`src/hw/lcce_cfg.svh`:
```
// Purpose: constants for the logic, call and clear execution unit
// Assumes: one instruction presented per machine cycle by the decoder
// Notes: a machine cycle is four system clocks
`ifndef LCCE_CFG_SVH
`define LCCE_CFG_SVH
`define LCCE_DATA_W 8
`define LCCE_ADDR_W 8
`define LCCE_PC_W 10
`define LCCE_STACK_DEPTH 2
`define LCCE_CLKS_PER_CYCLE 4
`define LCCE_PHASE_LAST 2'h3
`define LCCE_ZERO_BYTE 8'h00
`define LCCE_ACC_RESET 8'h00
`define LCCE_PC_RESET 10'h000
`define LCCE_PCL_ADDR 8'h06
`endif

```
`src/hw/lcce_pkg.sv`:
```
// Purpose: types shared by the execution unit files
// Assumes: nothing beyond the constants header
// Notes: operation codes are decoded upstream
package lcce_pkg;
    typedef enum logic [3:0] {
        LCCE_OP_NOP = 4'h0,
        LCCE_OP_AND_ACC = 4'h1,
        LCCE_OP_AND_IMM = 4'h2,
        LCCE_OP_AND_MEM = 4'h3,
        LCCE_OP_CALL = 4'h4,
        LCCE_OP_CLR_MEM = 4'h5,
        LCCE_OP_CLR_BIT = 4'h6,
        LCCE_OP_CPL_MEM = 4'h7,
        LCCE_OP_WDT_CLR = 4'h8,
        LCCE_OP_WDT_PRE1 = 4'h9,
        LCCE_OP_WDT_PRE2 = 4'hA
    } lcce_op_e;
    typedef enum logic [1:0] {
        LCCE_ST_IDLE = 2'b00,
        LCCE_ST_EXEC = 2'b01,
        LCCE_ST_EXTRA = 2'b11
    } lcce_state_e;
endpackage

```
`src/hw/lcce_alu_if.sv`:
```
// Purpose: carries operands and results between the sequencer and the logic unit
// Assumes: purely combinational unit
// Notes: none
`timescale 1ns/1ps
interface lcce_alu_if;
    import lcce_pkg::*;
    lcce_op_e op;
    logic [7:0] accValue;
    logic [7:0] memValue;
    logic [7:0] immValue;
    logic [2:0] bitSel;
    logic [7:0] result;
    logic toAcc;
    logic toMem;
    logic setsZero;
    modport seq (output op, accValue, memValue, immValue, bitSel,
                 input result, toAcc, toMem, setsZero);
    modport unit (input op, accValue, memValue, immValue, bitSel,
                  output result, toAcc, toMem, setsZero);
endinterface

```
`src/hw/lcce_exec_unit.sv`:
```
// Purpose: executes AND, call, clear and watchdog clear instructions
// Assumes: decoder holds the instruction until done pulses; memory read data is
//          valid with the request
// Notes: each instruction takes one machine cycle of four clocks, plus one
//        more when it writes the program counter low byte
// Notes on behaviour
// - and of accumulator with memory byte goes to the accumulator
// - and of accumulator with immediate constant goes to the accumulator
// - and of memory with accumulator written back to memory, acc unchanged
// - call pushes program counter plus one onto the return stack
// - call then loads the program counter with the target address
// - clear memory writes zero and leaves all flags alone
// - bit clear zeroes only the chosen bit, others kept
// - writing program counter low byte adds one machine cycle of four clocks
// - watchdog cleared and flags zeroed at once by watchdog clear, by the preclears only after both steps
`timescale 1ns/1ps
`include "lcce_cfg.svh"
module lcce_exec_unit #(
    parameter int PC_W = `LCCE_PC_W,
    parameter int DEPTH = `LCCE_STACK_DEPTH
) (
    // clock and reset
    input wire logic clk,
    input wire logic rst,
    // instruction from decoder
    input wire logic instValid,
    input wire lcce_pkg::lcce_op_e instOp,
    input wire logic [7:0] memAddr,
    input wire logic [7:0] immData,
    input wire logic [2:0] bitSel,
    input wire logic [PC_W-1:0] callTarget,
    input wire logic [PC_W-1:0] pcIn,
    input wire logic [7:0] memRdata,
    // accumulator written by instructions outside this unit
    input wire logic accWrite,
    input wire logic [7:0] accWriteData,
    // flags in from status
    input wire logic timeoutFlagIn,
    input wire logic powerdownFlagIn,
    // results
    output logic done,
    output logic [7:0] acc,
    output logic zeroFlag,
    output logic memWe,
    output logic [7:0] memWaddr,
    output logic [7:0] memWdata,
    output logic pcLoad,
    output logic [PC_W-1:0] pcOut,
    output logic [PC_W-1:0] stackTop,
    output logic watchdogClear,
    output logic timeoutFlag,
    output logic powerdownFlag
);
    import lcce_pkg::*;
    lcce_alu_if alu ();
    lcce_logic_unit uLogic (
        .alu(alu)
    );

    lcce_state_e state_reg, state_next;
    logic [1:0] phase_reg, phase_next;
    logic [7:0] acc_reg, acc_next;
    logic zero_reg, zero_next;
    logic memWe_reg, memWe_next;
    logic [7:0] memWaddr_reg, memWaddr_next;
    logic [7:0] memWdata_reg, memWdata_next;
    logic pcLoad_reg, pcLoad_next;
    logic [PC_W-1:0] pcOut_reg, pcOut_next;
    logic [PC_W-1:0] stack_reg [DEPTH];
    logic [PC_W-1:0] stack_next [DEPTH];
    logic done_reg, done_next;
    logic pre1_reg, pre1_next;
    logic pre2_reg, pre2_next;
    logic wdClr_reg, wdClr_next;
    logic to_reg, to_next;
    logic pd_reg, pd_next;
    logic writesPcl;

    assign alu.op = instOp;
    assign alu.accValue = acc_reg;
    assign alu.memValue = memRdata;
    assign alu.immValue = immData;
    assign alu.bitSel = bitSel;
    assign writesPcl = alu.toMem && (memAddr == `LCCE_PCL_ADDR);

    always_comb begin
        state_next = state_reg;
        phase_next = phase_reg;
        acc_next = acc_reg;
        zero_next = zero_reg;
        memWe_next = 1'b0;
        memWaddr_next = memWaddr_reg;
        memWdata_next = memWdata_reg;
        pcLoad_next = 1'b0;
        pcOut_next = pcOut_reg;
        stack_next = stack_reg;
        done_next = 1'b0;
        pre1_next = pre1_reg;
        pre2_next = pre2_reg;
        wdClr_next = 1'b0;
        to_next = timeoutFlagIn;
        pd_next = powerdownFlagIn;
        // outside loads only between instructions, so operands stay fixed
        if (accWrite && state_reg == LCCE_ST_IDLE) begin
            acc_next = accWriteData;
        end
        case (state_reg)
            LCCE_ST_IDLE: begin
                if (instValid) begin
                    state_next = LCCE_ST_EXEC;
                    phase_next = 2'h0;
                end
            end
            LCCE_ST_EXEC: begin
                phase_next = phase_reg + 2'h1;
                if (phase_reg == `LCCE_PHASE_LAST) begin
                    if (alu.toAcc) begin
                        acc_next = alu.result;
                    end
                    if (alu.toMem) begin
                        memWe_next = 1'b1;
                        memWaddr_next = memAddr;
                        memWdata_next = alu.result;
                    end
                    if (alu.setsZero) begin
                        zero_next = (alu.result == `LCCE_ZERO_BYTE);
                    end
                    case (instOp)
                        LCCE_OP_CALL: begin
                            stack_next[0] = pcIn + PC_W'(1);
                            for (int i = 1; i < DEPTH; i++) begin
                                stack_next[i] = stack_reg[i-1];
                            end
                            pcLoad_next = 1'b1;
                            pcOut_next = callTarget;
                        end
                        LCCE_OP_WDT_CLR: begin
                            wdClr_next = 1'b1;
                            to_next = 1'b0;
                            pd_next = 1'b0;
                            pre1_next = 1'b0;
                            pre2_next = 1'b0;
                        end
                        LCCE_OP_WDT_PRE1, LCCE_OP_WDT_PRE2: begin
                            if ((instOp == LCCE_OP_WDT_PRE1 && pre2_reg) ||
                                (instOp == LCCE_OP_WDT_PRE2 && pre1_reg)) begin
                                wdClr_next = 1'b1;
                                to_next = 1'b0;
                                pd_next = 1'b0;
                                pre1_next = 1'b0;
                                pre2_next = 1'b0;
                            end else if (instOp == LCCE_OP_WDT_PRE1) begin
                                pre1_next = 1'b1;
                            end else begin
                                pre2_next = 1'b1;
                            end
                        end
                        default: begin
                        end
                    endcase
                    if (writesPcl) begin
                        state_next = LCCE_ST_EXTRA;
                    end else begin
                        state_next = LCCE_ST_IDLE;
                        done_next = 1'b1;
                    end
                end
            end
            LCCE_ST_EXTRA: begin
                phase_next = phase_reg + 2'h1;
                if (phase_reg == `LCCE_PHASE_LAST) begin
                    state_next = LCCE_ST_IDLE;
                    done_next = 1'b1;
                end
            end
            default: begin
                state_next = LCCE_ST_IDLE;
            end
        endcase
    end

    always_ff @(posedge clk or posedge rst) begin
        if (rst) begin
            state_reg <= LCCE_ST_IDLE;
            phase_reg <= 2'h0;
            acc_reg <= `LCCE_ACC_RESET;
            zero_reg <= 1'b0;
            memWe_reg <= 1'b0;
            memWaddr_reg <= 8'h00;
            memWdata_reg <= 8'h00;
            pcLoad_reg <= 1'b0;
            pcOut_reg <= `LCCE_PC_RESET;
            for (int i = 0; i < DEPTH; i++) begin
                stack_reg[i] <= `LCCE_PC_RESET;
            end
            done_reg <= 1'b0;
            pre1_reg <= 1'b0;
            pre2_reg <= 1'b0;
            wdClr_reg <= 1'b0;
            to_reg <= 1'b0;
            pd_reg <= 1'b0;
        end else begin
            state_reg <= state_next;
            phase_reg <= phase_next;
            acc_reg <= acc_next;
            zero_reg <= zero_next;
            memWe_reg <= memWe_next;
            memWaddr_reg <= memWaddr_next;
            memWdata_reg <= memWdata_next;
            pcLoad_reg <= pcLoad_next;
            pcOut_reg <= pcOut_next;
            stack_reg <= stack_next;
            done_reg <= done_next;
            pre1_reg <= pre1_next;
            pre2_reg <= pre2_next;
            wdClr_reg <= wdClr_next;
            to_reg <= to_next;
            pd_reg <= pd_next;
        end
    end

    assign done = done_reg;
    assign acc = acc_reg;
    assign zeroFlag = zero_reg;
    assign memWe = memWe_reg;
    assign memWaddr = memWaddr_reg;
    assign memWdata = memWdata_reg;
    assign pcLoad = pcLoad_reg;
    assign pcOut = pcOut_reg;
    assign stackTop = stack_reg[0];
    assign watchdogClear = wdClr_reg;
    assign timeoutFlag = to_reg;
    assign powerdownFlag = pd_reg;
endmodule

```
`src/hw/lcce_logic_unit.sv`:
```
// Purpose: data path of the AND, clear and complement operations
// Assumes: operands stable while the operation executes
// Notes: combinational only
`timescale 1ns/1ps
`include "lcce_cfg.svh"
module lcce_logic_unit (
    lcce_alu_if.unit alu
);
    import lcce_pkg::*;
    always_comb begin
        alu.result = `LCCE_ZERO_BYTE;
        alu.toAcc = 1'b0;
        alu.toMem = 1'b0;
        alu.setsZero = 1'b0;
        case (alu.op)
            LCCE_OP_AND_ACC: begin
                alu.result = alu.accValue & alu.memValue;
                alu.toAcc = 1'b1;
                alu.setsZero = 1'b1;
            end
            LCCE_OP_AND_IMM: begin
                alu.result = alu.accValue & alu.immValue;
                alu.toAcc = 1'b1;
                alu.setsZero = 1'b1;
            end
            LCCE_OP_AND_MEM: begin
                alu.result = alu.memValue & alu.accValue;
                alu.toMem = 1'b1;
                alu.setsZero = 1'b1;
            end
            LCCE_OP_CLR_MEM: begin
                alu.result = `LCCE_ZERO_BYTE;
                alu.toMem = 1'b1;
            end
            LCCE_OP_CLR_BIT: begin
                alu.result = alu.memValue & ~(8'h01 << alu.bitSel);
                alu.toMem = 1'b1;
            end
            LCCE_OP_CPL_MEM: begin
                alu.result = ~alu.memValue;
                alu.toMem = 1'b1;
                alu.setsZero = 1'b1;
            end
            default: begin
                alu.result = `LCCE_ZERO_BYTE;
            end
        endcase
    end
endmodule

```
`config.mk`:
```
export PLATFORM = sky130hd
export DESIGN_NAME = lcce_exec_unit
export DESIGN_NICKNAME = d
export VERILOG_FILES = /design/src/hw/lcce_pkg.sv /design/src/hw/lcce_alu_if.sv /design/src/hw/lcce_exec_unit.sv /design/src/hw/lcce_logic_unit.sv
export VERILOG_INCLUDE_DIRS = /design/src /design/src/hw
export SDC_FILE = /design/constraint.sdc
export NUM_CORES = 1
export LEC_CHECK = 0
export ABC_AREA = 1
export BUFFER_PORTS_ARGS = -buffer_cell sky130_fd_sc_hd__buf_2
export CAP_MARGIN = 5
export CORE_ASPECT_RATIO = 0.8
export CORE_MARGIN = 2
export CORE_UTILIZATION = 52
export DETAILED_ROUTE_END_ITERATION = 7
export PLACE_DENSITY = 0.84
export SLEW_MARGIN = 30
export SYNTH_ARGS = -nofsm -noshare
export SYNTH_HDL_FRONTEND = slang
export SYNTH_SLANG_ARGS = --single-unit
```
`constraint.sdc`:
```
create_clock -name clk -period 2.84 [get_ports clk]
set_clock_uncertainty 0.15 [all_clocks]
set_input_delay 0.284 -clock clk [delete_from_list [all_inputs] [get_ports clk]]
set_output_delay 0.284 -clock clk [all_outputs]
set_load 0.02 [all_outputs]
```
==> impl_metrics.tcl, run 1 <==
set metrics [dict create \
    violations "negative hold slack" \
    ys_seq_elements 57 \
    drc 0 \
    place_inst 545 \
    final-seq-area_sq_mm 0.00143 \
    max_slew_margin 0.526 \
    tritoncts "built" \
    worst_slew_pin_slew_ps 711 \
    r2r_start "phase_reg[0]" \
    final_cells 571 \
    dr.pass1.iters 6 \
    synth_nets 437 \
    clk_latency_ps 330 \
    ir_drop_mv 0.474 \
    fin_crit_sh 0.707 \
    cp_common_cell "nand2_1" \
    crit_path_top_delay_cell "inv_1" \
    yosysSeqAreaShare 0.493 \
    diodes 0 \
    min_path_type "in2async" \
    finalWorstSetupSlack_ps 832 \
    start_kind "flop" \
    worstPathCellList "ha_1 > nand2_1 > nor2_2 > nand2_1 > inv_1 > nand2_1 > nand2_1" \
    netlist_instances 370 \
    cts_inserted_buffers 9 \
    cpLargestDelayFamily "simple AND/OR/NAND/NOR gates" \
    final_common_cell "nand2_1" \
    ys_top_cells_by_area "dfrtp_1 (49%), nand2_1 (17%), inv_1 (4.3%), o21ai_0 (4.2%), nor2_1 (4.0%)" \
    yosysWarnings 0 \
    final_cell_mix "nand2_1 (129), buf_2 (115), dfrtp_1 (57)" \
    place_congestion 0.851 \
    drtIter0Drc 271 \
    grt_max_degree 58 \
    cp_slowest_stage_delay_ps 470 \
    drv_slew 0 \
    die_w_um 87.4 \
    holdBufCountCts 10 \
    grt_pass1_wl_um 12600 \
    cts.sinks 57 \
    ioPinCount 116 \
    synth_cell_type_count 32 \
    finalCriticalPeriod_ps 2010 \
    wl_per_cell_um 13.9 \
    hold_slack_ps -12.1 \
    cp.arrival_ps 2140 \
    crit_type "reg2reg" \
    synth.avg_cell_area_sq_um 7.82 \
    drv_cap 0 \
    die_area_sq_mm 0.00618 \
    path_max_fanout 14 \
    required_ps 2970 \
    crit_buf_inv 1 \
    clockBufferDepth 2 \
    grt_pass1_vias 2761 \
    post-cts-setup-buffer-count 0 \
    synth.top_cell.area_share 0.493 \
    coreArea_sq_mm 0.00541 \
    pre_cts_ws_ps 946 \
    grt_overflow 0 \
    post-dp-hpwl_um 5480 \
    vias 2977 \
    cts.root.buffer_cell "clkbuf_8" \
    drive_above_1_share 0.308 \
    netlist_area_sq_mm 0.00289 \
    path_clk_slew_ps 80 \
    viasPerCell 5.21 \
    syn_to_final_growth_pct 31.9 \
    hold_violations 4 \
    max_clock_freq_mhz 498 \
    h-tree-depth 3 \
    antenna_found_initial 1 \
    multi_input_area_sq_mm 0.00128 \
    track_usage 0.265 \
    wirelength_um 7930 \
    fill_cells 416 \
    setup_viol 0 \
    die_h_um 70.7 \
    num_rows 24 \
    fin_nets 568 \
    cts.repair.resized 0 \
    cp-startpoint "phase_reg[0]" \
    detail-route-antenna-nets 0 \
    power.leakage_nw 2.15 \
    status "finished with violations" \
    yosysTopAreaCell "dfrtp_1" \
    rsz0062_at_grt "no" \
    portBuffers 115 \
    p_per_area_mw_per_mm2 864 \
    fin_tns_setup_ps 0 \
    start_util 0.535 \
    endpoint_kind "flop" \
]
[stage by stage]
stage	utilization	area, sq um	power, W
global route	0.706	3820	0.00350
finish	0.706	3820	0.00330
CTS	0.706	3820	0.00328
global placement	0.651	3520	0.00249
detailed placement	0.651	3520	0.00251
floorplan	-	2890	0.00207
[cell usage after synthesis, drive strengths merged]
| cell type | n |
|---|---|
| xor2 | 4 |
| a22o | 2 |
| nand2 | 131 |
| o21ai | 34 |
| inv | 37 |
| mux2 | 5 |
| o211ai | 2 |
| nor3 | 7 |
| or2 | 3 |
| nand4 | 4 |
| a22oi | 2 |
| buf | 7 |
| nor2 | 38 |
| nand3b | 1 |
| ha | 2 |
| dfrtp | 57 |
| o31ai | 2 |
| xnor2 | 1 |
| nand3 | 18 |
| a21oi | 9 |
| a31oi | 3 |
| and3 | 1 |
[area by class of cell]
type	instances	area share
timing repair buffer	127	0.181
clock inverter	6	0.0151
multi-input combinational	269	0.336
sequential	57	0.374
clock buffer	10	0.0361
tap	65	0.0213
inverter	37	0.0364
[where the power goes]
group | internal, W | leakage [nW] | switching (W)
Clock | 0.000422 | 0.102 | 0.000327
Combinational | 0.000451 | 1.32 | 0.000800
Sequential | 0.00110 | 0.732 | 0.000193
Total | 0.00198 | 2.15 | 0.00132
[final timing paths]
| kind | slack (ps) | depth (start not counted) | endpoint |
|---|---|---|---|
| max in group asynchronous | 2070 | 3 | acc[0] |
| max | 830 | 7 | pcOut[5] |
| min | -10 | 3 | pcOut[0] |
| max reg2reg | 830 | 7 | pcOut[5] |
| min in group clk | 10 | 3 | memWaddr[3] |
| min reg2reg | 320 | 2 | pcOut[9] |
[tightest hold or removal path, stage by stage]
cell	delay [ps]
buf_2	100
inv_2	40
buf_4	560
[routing by layer]
layer,wire [um],GRT usage,share of wire,up-vias
met4,326,0.126,0.041,0
li1,-,-,-,1445
met1,3370,0.325,0.42,1353
met2,3600,0.411,0.45,147
met5,0,0,0,-
met3,638,0.106,0.080,32
[logic make-up (layout without fill, tap and decap cells)]
| group | Yosys count | after routing | synth area share |
|---|---|---|---|
| xor gates and xnor gates | 5 | 5 | 0.0151 |
| muxes | 5 | 5 | 0.0195 |
| buffers and inverters | 44 | 180 | 0.0631 |
| and+or+nand+nor | 203 | 203 | 0.294 |
| AOI/OAI and AO/OA | 54 | 54 | 0.107 |
| adders and majority gates | 2 | 2 | 0.00865 |
| DFF | 57 | 57 | 0.493 |
Power figures use the tool's default switching activity.
==> run 2, diff against run 1 <==
CORE_UTILIZATION = 48   (was 52)
PLACE_DENSITY = 0.78   (was 0.84)
clock period = 2.1 ns   (was 2.84 ns; I/O delays follow)
==> run 2 against run 1 <==
The run now ends clean; critical path depth increased by 1; core utilization decreased by 1.9 points; clock power increased by 70%; worst setup slack got worse by 590 ps; via count increased by 0.57%.
==> impl_metrics.tcl, run 2 (synthesis results as in run 1) <==
set metrics [dict create \
    combPwrFrac 0.359 \
    fin_tns_setup_ps 0 \
    diodes 0 \
    endpoint_kind "flop" \
    min_path_type "in2reg" \
    viasPerCell 4.98 \
    cts.sinks 57 \
    portBuffers 115 \
    drc 0 \
    vias 2994 \
    dpl_cell_area_sq_mm 0.00355 \
    antenna_found_initial 0 \
    clockBufferDepth 2 \
    fin_nets 582 \
    cp.arrival_ps 1920 \
    grt_pass1_vias 2766 \
    status "finished, final reports clean" \
    drv_cap 0 \
    start_kind "flop" \
    dr.pass1.iters 5 \
    final_cell_area_sq_mm 0.00404 \
    required_ps 2170 \
    power.leakage_nw 2.23 \
    detail-route-antenna-nets 0 \
    regToRegEndpoint "stackTop[9]" \
    rsz0062_at_grt "no" \
    drv_slew 0 \
    max_slew_margin 0.646 \
    fin_crit_sh 0.883 \
    min_from "memAddr[1]" \
    clkPwrFrac 0.269 \
    num_rows 25 \
    finalWorstSetupSlack_ps 246 \
    worst_slew_pin_slew_ps 530 \
    hold_path_depth 3 \
    fill_cells 466 \
    ioPinCount 116 \
    h-tree-depth 3 \
    p_sw_w 0.00179 \
    place_inst 561 \
    ir_drop_mv 0.582 \
    finalCriticalPeriod_ps 1850 \
    min_to "memWaddr[1]" \
    path_clk_slew_ps 70 \
    final_cells 601 \
    grt_max_degree 58 \
    pre_cts_ws_ps 181 \
    die_w_um 90.8 \
    drtIter0Drc 212 \
    internal-power_w 0.00294 \
    crit_type "reg2reg" \
    r2r_start "phase_reg[0]" \
    rr_worst_depth 8 \
    start_util 0.492 \
    max_clock_freq_mhz 539 \
    syn_to_final_growth_pct 39.6 \
    path_max_fanout 14 \
    power_frac_seq 0.372 \
    cts_inserted_buffers 9 \
    grt_overflow 0 \
    rrSetupSlack_ps 250 \
    p_per_area_mw_per_mm2 1170 \
    clk_latency_ps 340 \
    place_congestion 0.967 \
    tritoncts "built" \
    grt_pass1_wl_um 12900 \
    cts.root.buffer_cell "clkbuf_8" \
    die_area_sq_mm 0.00667 \
    hold_violations 0 \
    wirelength_um 8050 \
    setup_viol 0 \
    coreArea_sq_mm 0.00588 \
    track_usage 0.248 \
    die_h_um 73.4 \
    post-dp-hpwl_um 5520 \
    p_sw_frac 0.378 \
    final_common_cell "nand2_1" \
    final_cell_mix "nand2_1 (129), buf_2 (115), dfrtp_1 (57)" \
    wl_per_cell_um 13.4 \
    drive_above_1_share 0.304 \
]
run 2: critical path: stages, from the launching register on:
cell and delay, ps:
dfrtp_1 400, ha_1 210, nand2_1 100, nor2_2 60, nand2_1 300, clkinvlp_4 140, buf_4 200, nor2_1 110
a31oi_1 50
run 2: layer usage:
| layer | GRT usage | wire, um | vias to the layer above | share of wire |
|---|---|---|---|---|
| li1 | - | - | 1484 | - |
| met1 | 0.312 | 3430 | 1360 | 0.43 |
| met2 | 0.401 | 3800 | 130 | 0.47 |
| met3 | 0.0821 | 629 | 20 | 0.078 |
| met4 | 0.0993 | 187 | 0 | 0.023 |
| met5 | 0 | 0 | - | 0 |
run 2: what timing repair did:
action / CTS / global route
hold buffers: 23 / 0
resized for setup: 0 / 1
hold endpoints to repair: 79 / 0
setup endpoints to repair: 0 / 1
buffers inserted: 0 / 1
run 2: layout make-up:
type,count,area (sq um),area share
flip-flops and latches,57,1430,0.353
repair buffers,141,841,0.208
multi-input cells,269,1280,0.318
well taps,81,101,0.0251
inverters,37,143,0.0353
clock buffers,10,138,0.0341
clock inverters,6,105,0.0260
run 2: power by group through the flow:
stage,clock (W),sequential (W),combinational (W)
floorplan,0,0.00216,0.000640
global placement,0,0.00174,0.00162
detailed placement,0,0.00175,0.00166
CTS,0.00128,0.00175,0.00170
global route,0.00133,0.00180,0.00187
finish,0.00127,0.00176,0.00170
run 2: worst max path at each step:
| stage | from | end | slack, ps |
|---|---|---|---|
| final | phase_reg[0] | stackTop[9] | 250 |
| after global routing | phase_reg[0] | memWdata[7] | 50 |
| after CTS | phase_reg[0] | stackTop[9] | 140 |
| after detailed placement | phase_reg[0] | stackTop[9] | 180 |
| after global placement | phase_reg[0] | stackTop[9] | 300 |
| after floorplan | rst | acc[0] | 340 |
run 2: through the flow:
stage | util | total power [W] | hold slack, ps
after floorplan | - | 0.00280 | 166
after global placement | 0.604 | 0.00336 | 140
after detailed placement | 0.604 | 0.00341 | 142
after CTS | 0.685 | 0.00473 | 9.71
after global routing | 0.687 | 0.00500 | 21.1
final | 0.687 | 0.00472 | 4.58
==> run 3, diff against run 2 <==
GPL_TIMING_DRIVEN = 0   (was default)
==> run 3 against run 2 <==
Sequential cell count is the same; largest power group unchanged; clock power shrank 20%; worst setup slack lost 50 ps; largest cell class unchanged; cell area shrank 0.50%; maximum frequency shrank 2.6%; critical path type unchanged; power shrank 5.3%; via count grew 2.7%; combinational power is essentially flat; count of clock-buffer cells in the layout shrank 1; cell count grew 0.83%; register-to-register slack lost 50 ps.
==> impl_metrics.tcl, run 3 (synthesis results as in run 1) <==
set metrics [dict create \
    power_frac_seq 0.391 \
    cp.arrival_ps 2030 \
    place_congestion 0.896 \
    coreArea_sq_mm 0.00588 \
    portBuffers 115 \
    wl_per_cell_um 13.4 \
    r2r_start "phase_reg[0]" \
    tritoncts "built" \
    internal-power_w 0.00267 \
    start_util 0.492 \
    start_kind "flop" \
    max_slew_margin 0.633 \
    fin_nets 587 \
    fill_cells 504 \
    worst_slew_pin_slew_ps 548 \
    num_rows 25 \
    die_w_um 90.8 \
    setup_viol 0 \
    track_usage 0.252 \
    required_ps 2230 \
    die_h_um 73.4 \
    p_sw_frac 0.403 \
    antenna_found_initial 0 \
    p_sw_w 0.00180 \
    finalWorstSetupSlack_ps 196 \
    final_cell_mix "nand2_1 (129), buf_2 (120), dfrtp_1 (57)" \
    drtIter0Drc 177 \
    cts.sinks 57 \
    grt_pass1_wl_um 13100 \
    path_max_fanout 10 \
    viasPerCell 5.07 \
    drv_cap 0 \
    die_area_sq_mm 0.00667 \
    hold_violations 0 \
    power.leakage_nw 2.22 \
    max_clock_freq_mhz 525 \
    cp-startpoint "phase_reg[0]" \
    vias 3074 \
    final_util 0.683 \
    hold_slack_ps 24.2 \
    pre_cts_ws_ps 248 \
    crit_type "reg2reg" \
    grt_overflow 0 \
    dr.pass1.iters 5 \
    drc 0 \
    wirelength_um 8150 \
    min_path_type "in2reg" \
    syn_to_final_growth_pct 38.9 \
    post-dp-hpwl_um 5680 \
    grt_pass1_vias 2859 \
    clockBufferDepth 2 \
    cts.root.buffer_cell "clkbuf_8" \
    ioPinCount 116 \
    ir_drop_mv 0.537 \
    fin_crit_sh 0.907 \
    combPwrFrac 0.383 \
    drive_above_1_share 0.309 \
    path_clk_slew_ps 70 \
    grt_max_degree 33 \
    finalCriticalPeriod_ps 1900 \
    status "finished, final reports clean" \
    cts_inserted_buffers 9 \
    rsz0062_at_grt "no" \
    min_from "accWriteData[0]" \
    endpoint_kind "flop" \
    clkPwrFrac 0.226 \
    p_total_w 0.00447 \
    final_common_cell "nand2_1" \
    h-tree-depth 3 \
    fin_tns_setup_ps 0 \
    p_per_area_mw_per_mm2 1110 \
    diodes 0 \
    clk_latency_ps 330 \
    detail-route-antenna-nets 0 \
    drv_slew 0 \
]
[run 3: final timing paths]
kind	endpoint	slack [ps]	cells past startpoint
max in group asynchronous	acc[7]	1080	4
min reg2reg	memWaddr[0]	320	2
min	acc[0]	20	3
max reg2reg	pcOut[7]	200	8
max	pcOut[7]	200	8
min in group asynchronous	pcOut[0]	240	3
[run 3: repair_timing]
action	4_1_cts	5_1_grt
buffers inserted	0	0
gates resized for setup	0	0
hold buffers	23	0
hold endpoints to repair	47	0
[run 3: critical path: stages, from the launching register on]
cell and delay, ps:
dfrtp_1 370, ha_1 170, nand2_1 80, nor2_2 150, nand2_1 240, inv_1 230
buf_2 260, nand2_1 110, nand2_1 80
[run 3: cell type report]
| cell class | count | area, sq um | share of cell area |
|---|---|---|---|
| flip-flops and latches | 57 | 1430 | 0.355 |
| multi-input cells | 269 | 1280 | 0.320 |
| repair buffers | 139 | 826 | 0.206 |
| inverters | 37 | 141 | 0.0352 |
| clock buffers | 9 | 124 | 0.0308 |
| well taps | 81 | 101 | 0.0252 |
| clock inverters | 7 | 71.3 | 0.0178 |
| plain buffers | 7 | 43.8 | 0.0109 |
[run 3: through the flow]
step	std cells	area [sq um]
final	606	4020
after global routing	606	4020
after CTS	606	4020
after detailed placement	567	3590
after global placement	566	3570
after floorplan	370	2890
[run 3: power groups by stage]
stage	clock, W	combinational [W]	sequential [W]
finish	0.00101	0.00171	0.00175
global placement	0	0.00163	0.00174
CTS	0.00102	0.00170	0.00174
global route	0.00107	0.00190	0.00180
floorplan	0	0.000640	0.00216
detailed placement	0	0.00166	0.00175
[run 3: per-layer routing]
layer  GRT usage  up-vias  routed length (um)
met3      0.0738       23                 553
met2       0.391      127                3770
met1       0.333     1436                3600
met4       0.111        0                 226
met5           0        -                   0
li1            -     1488                   -
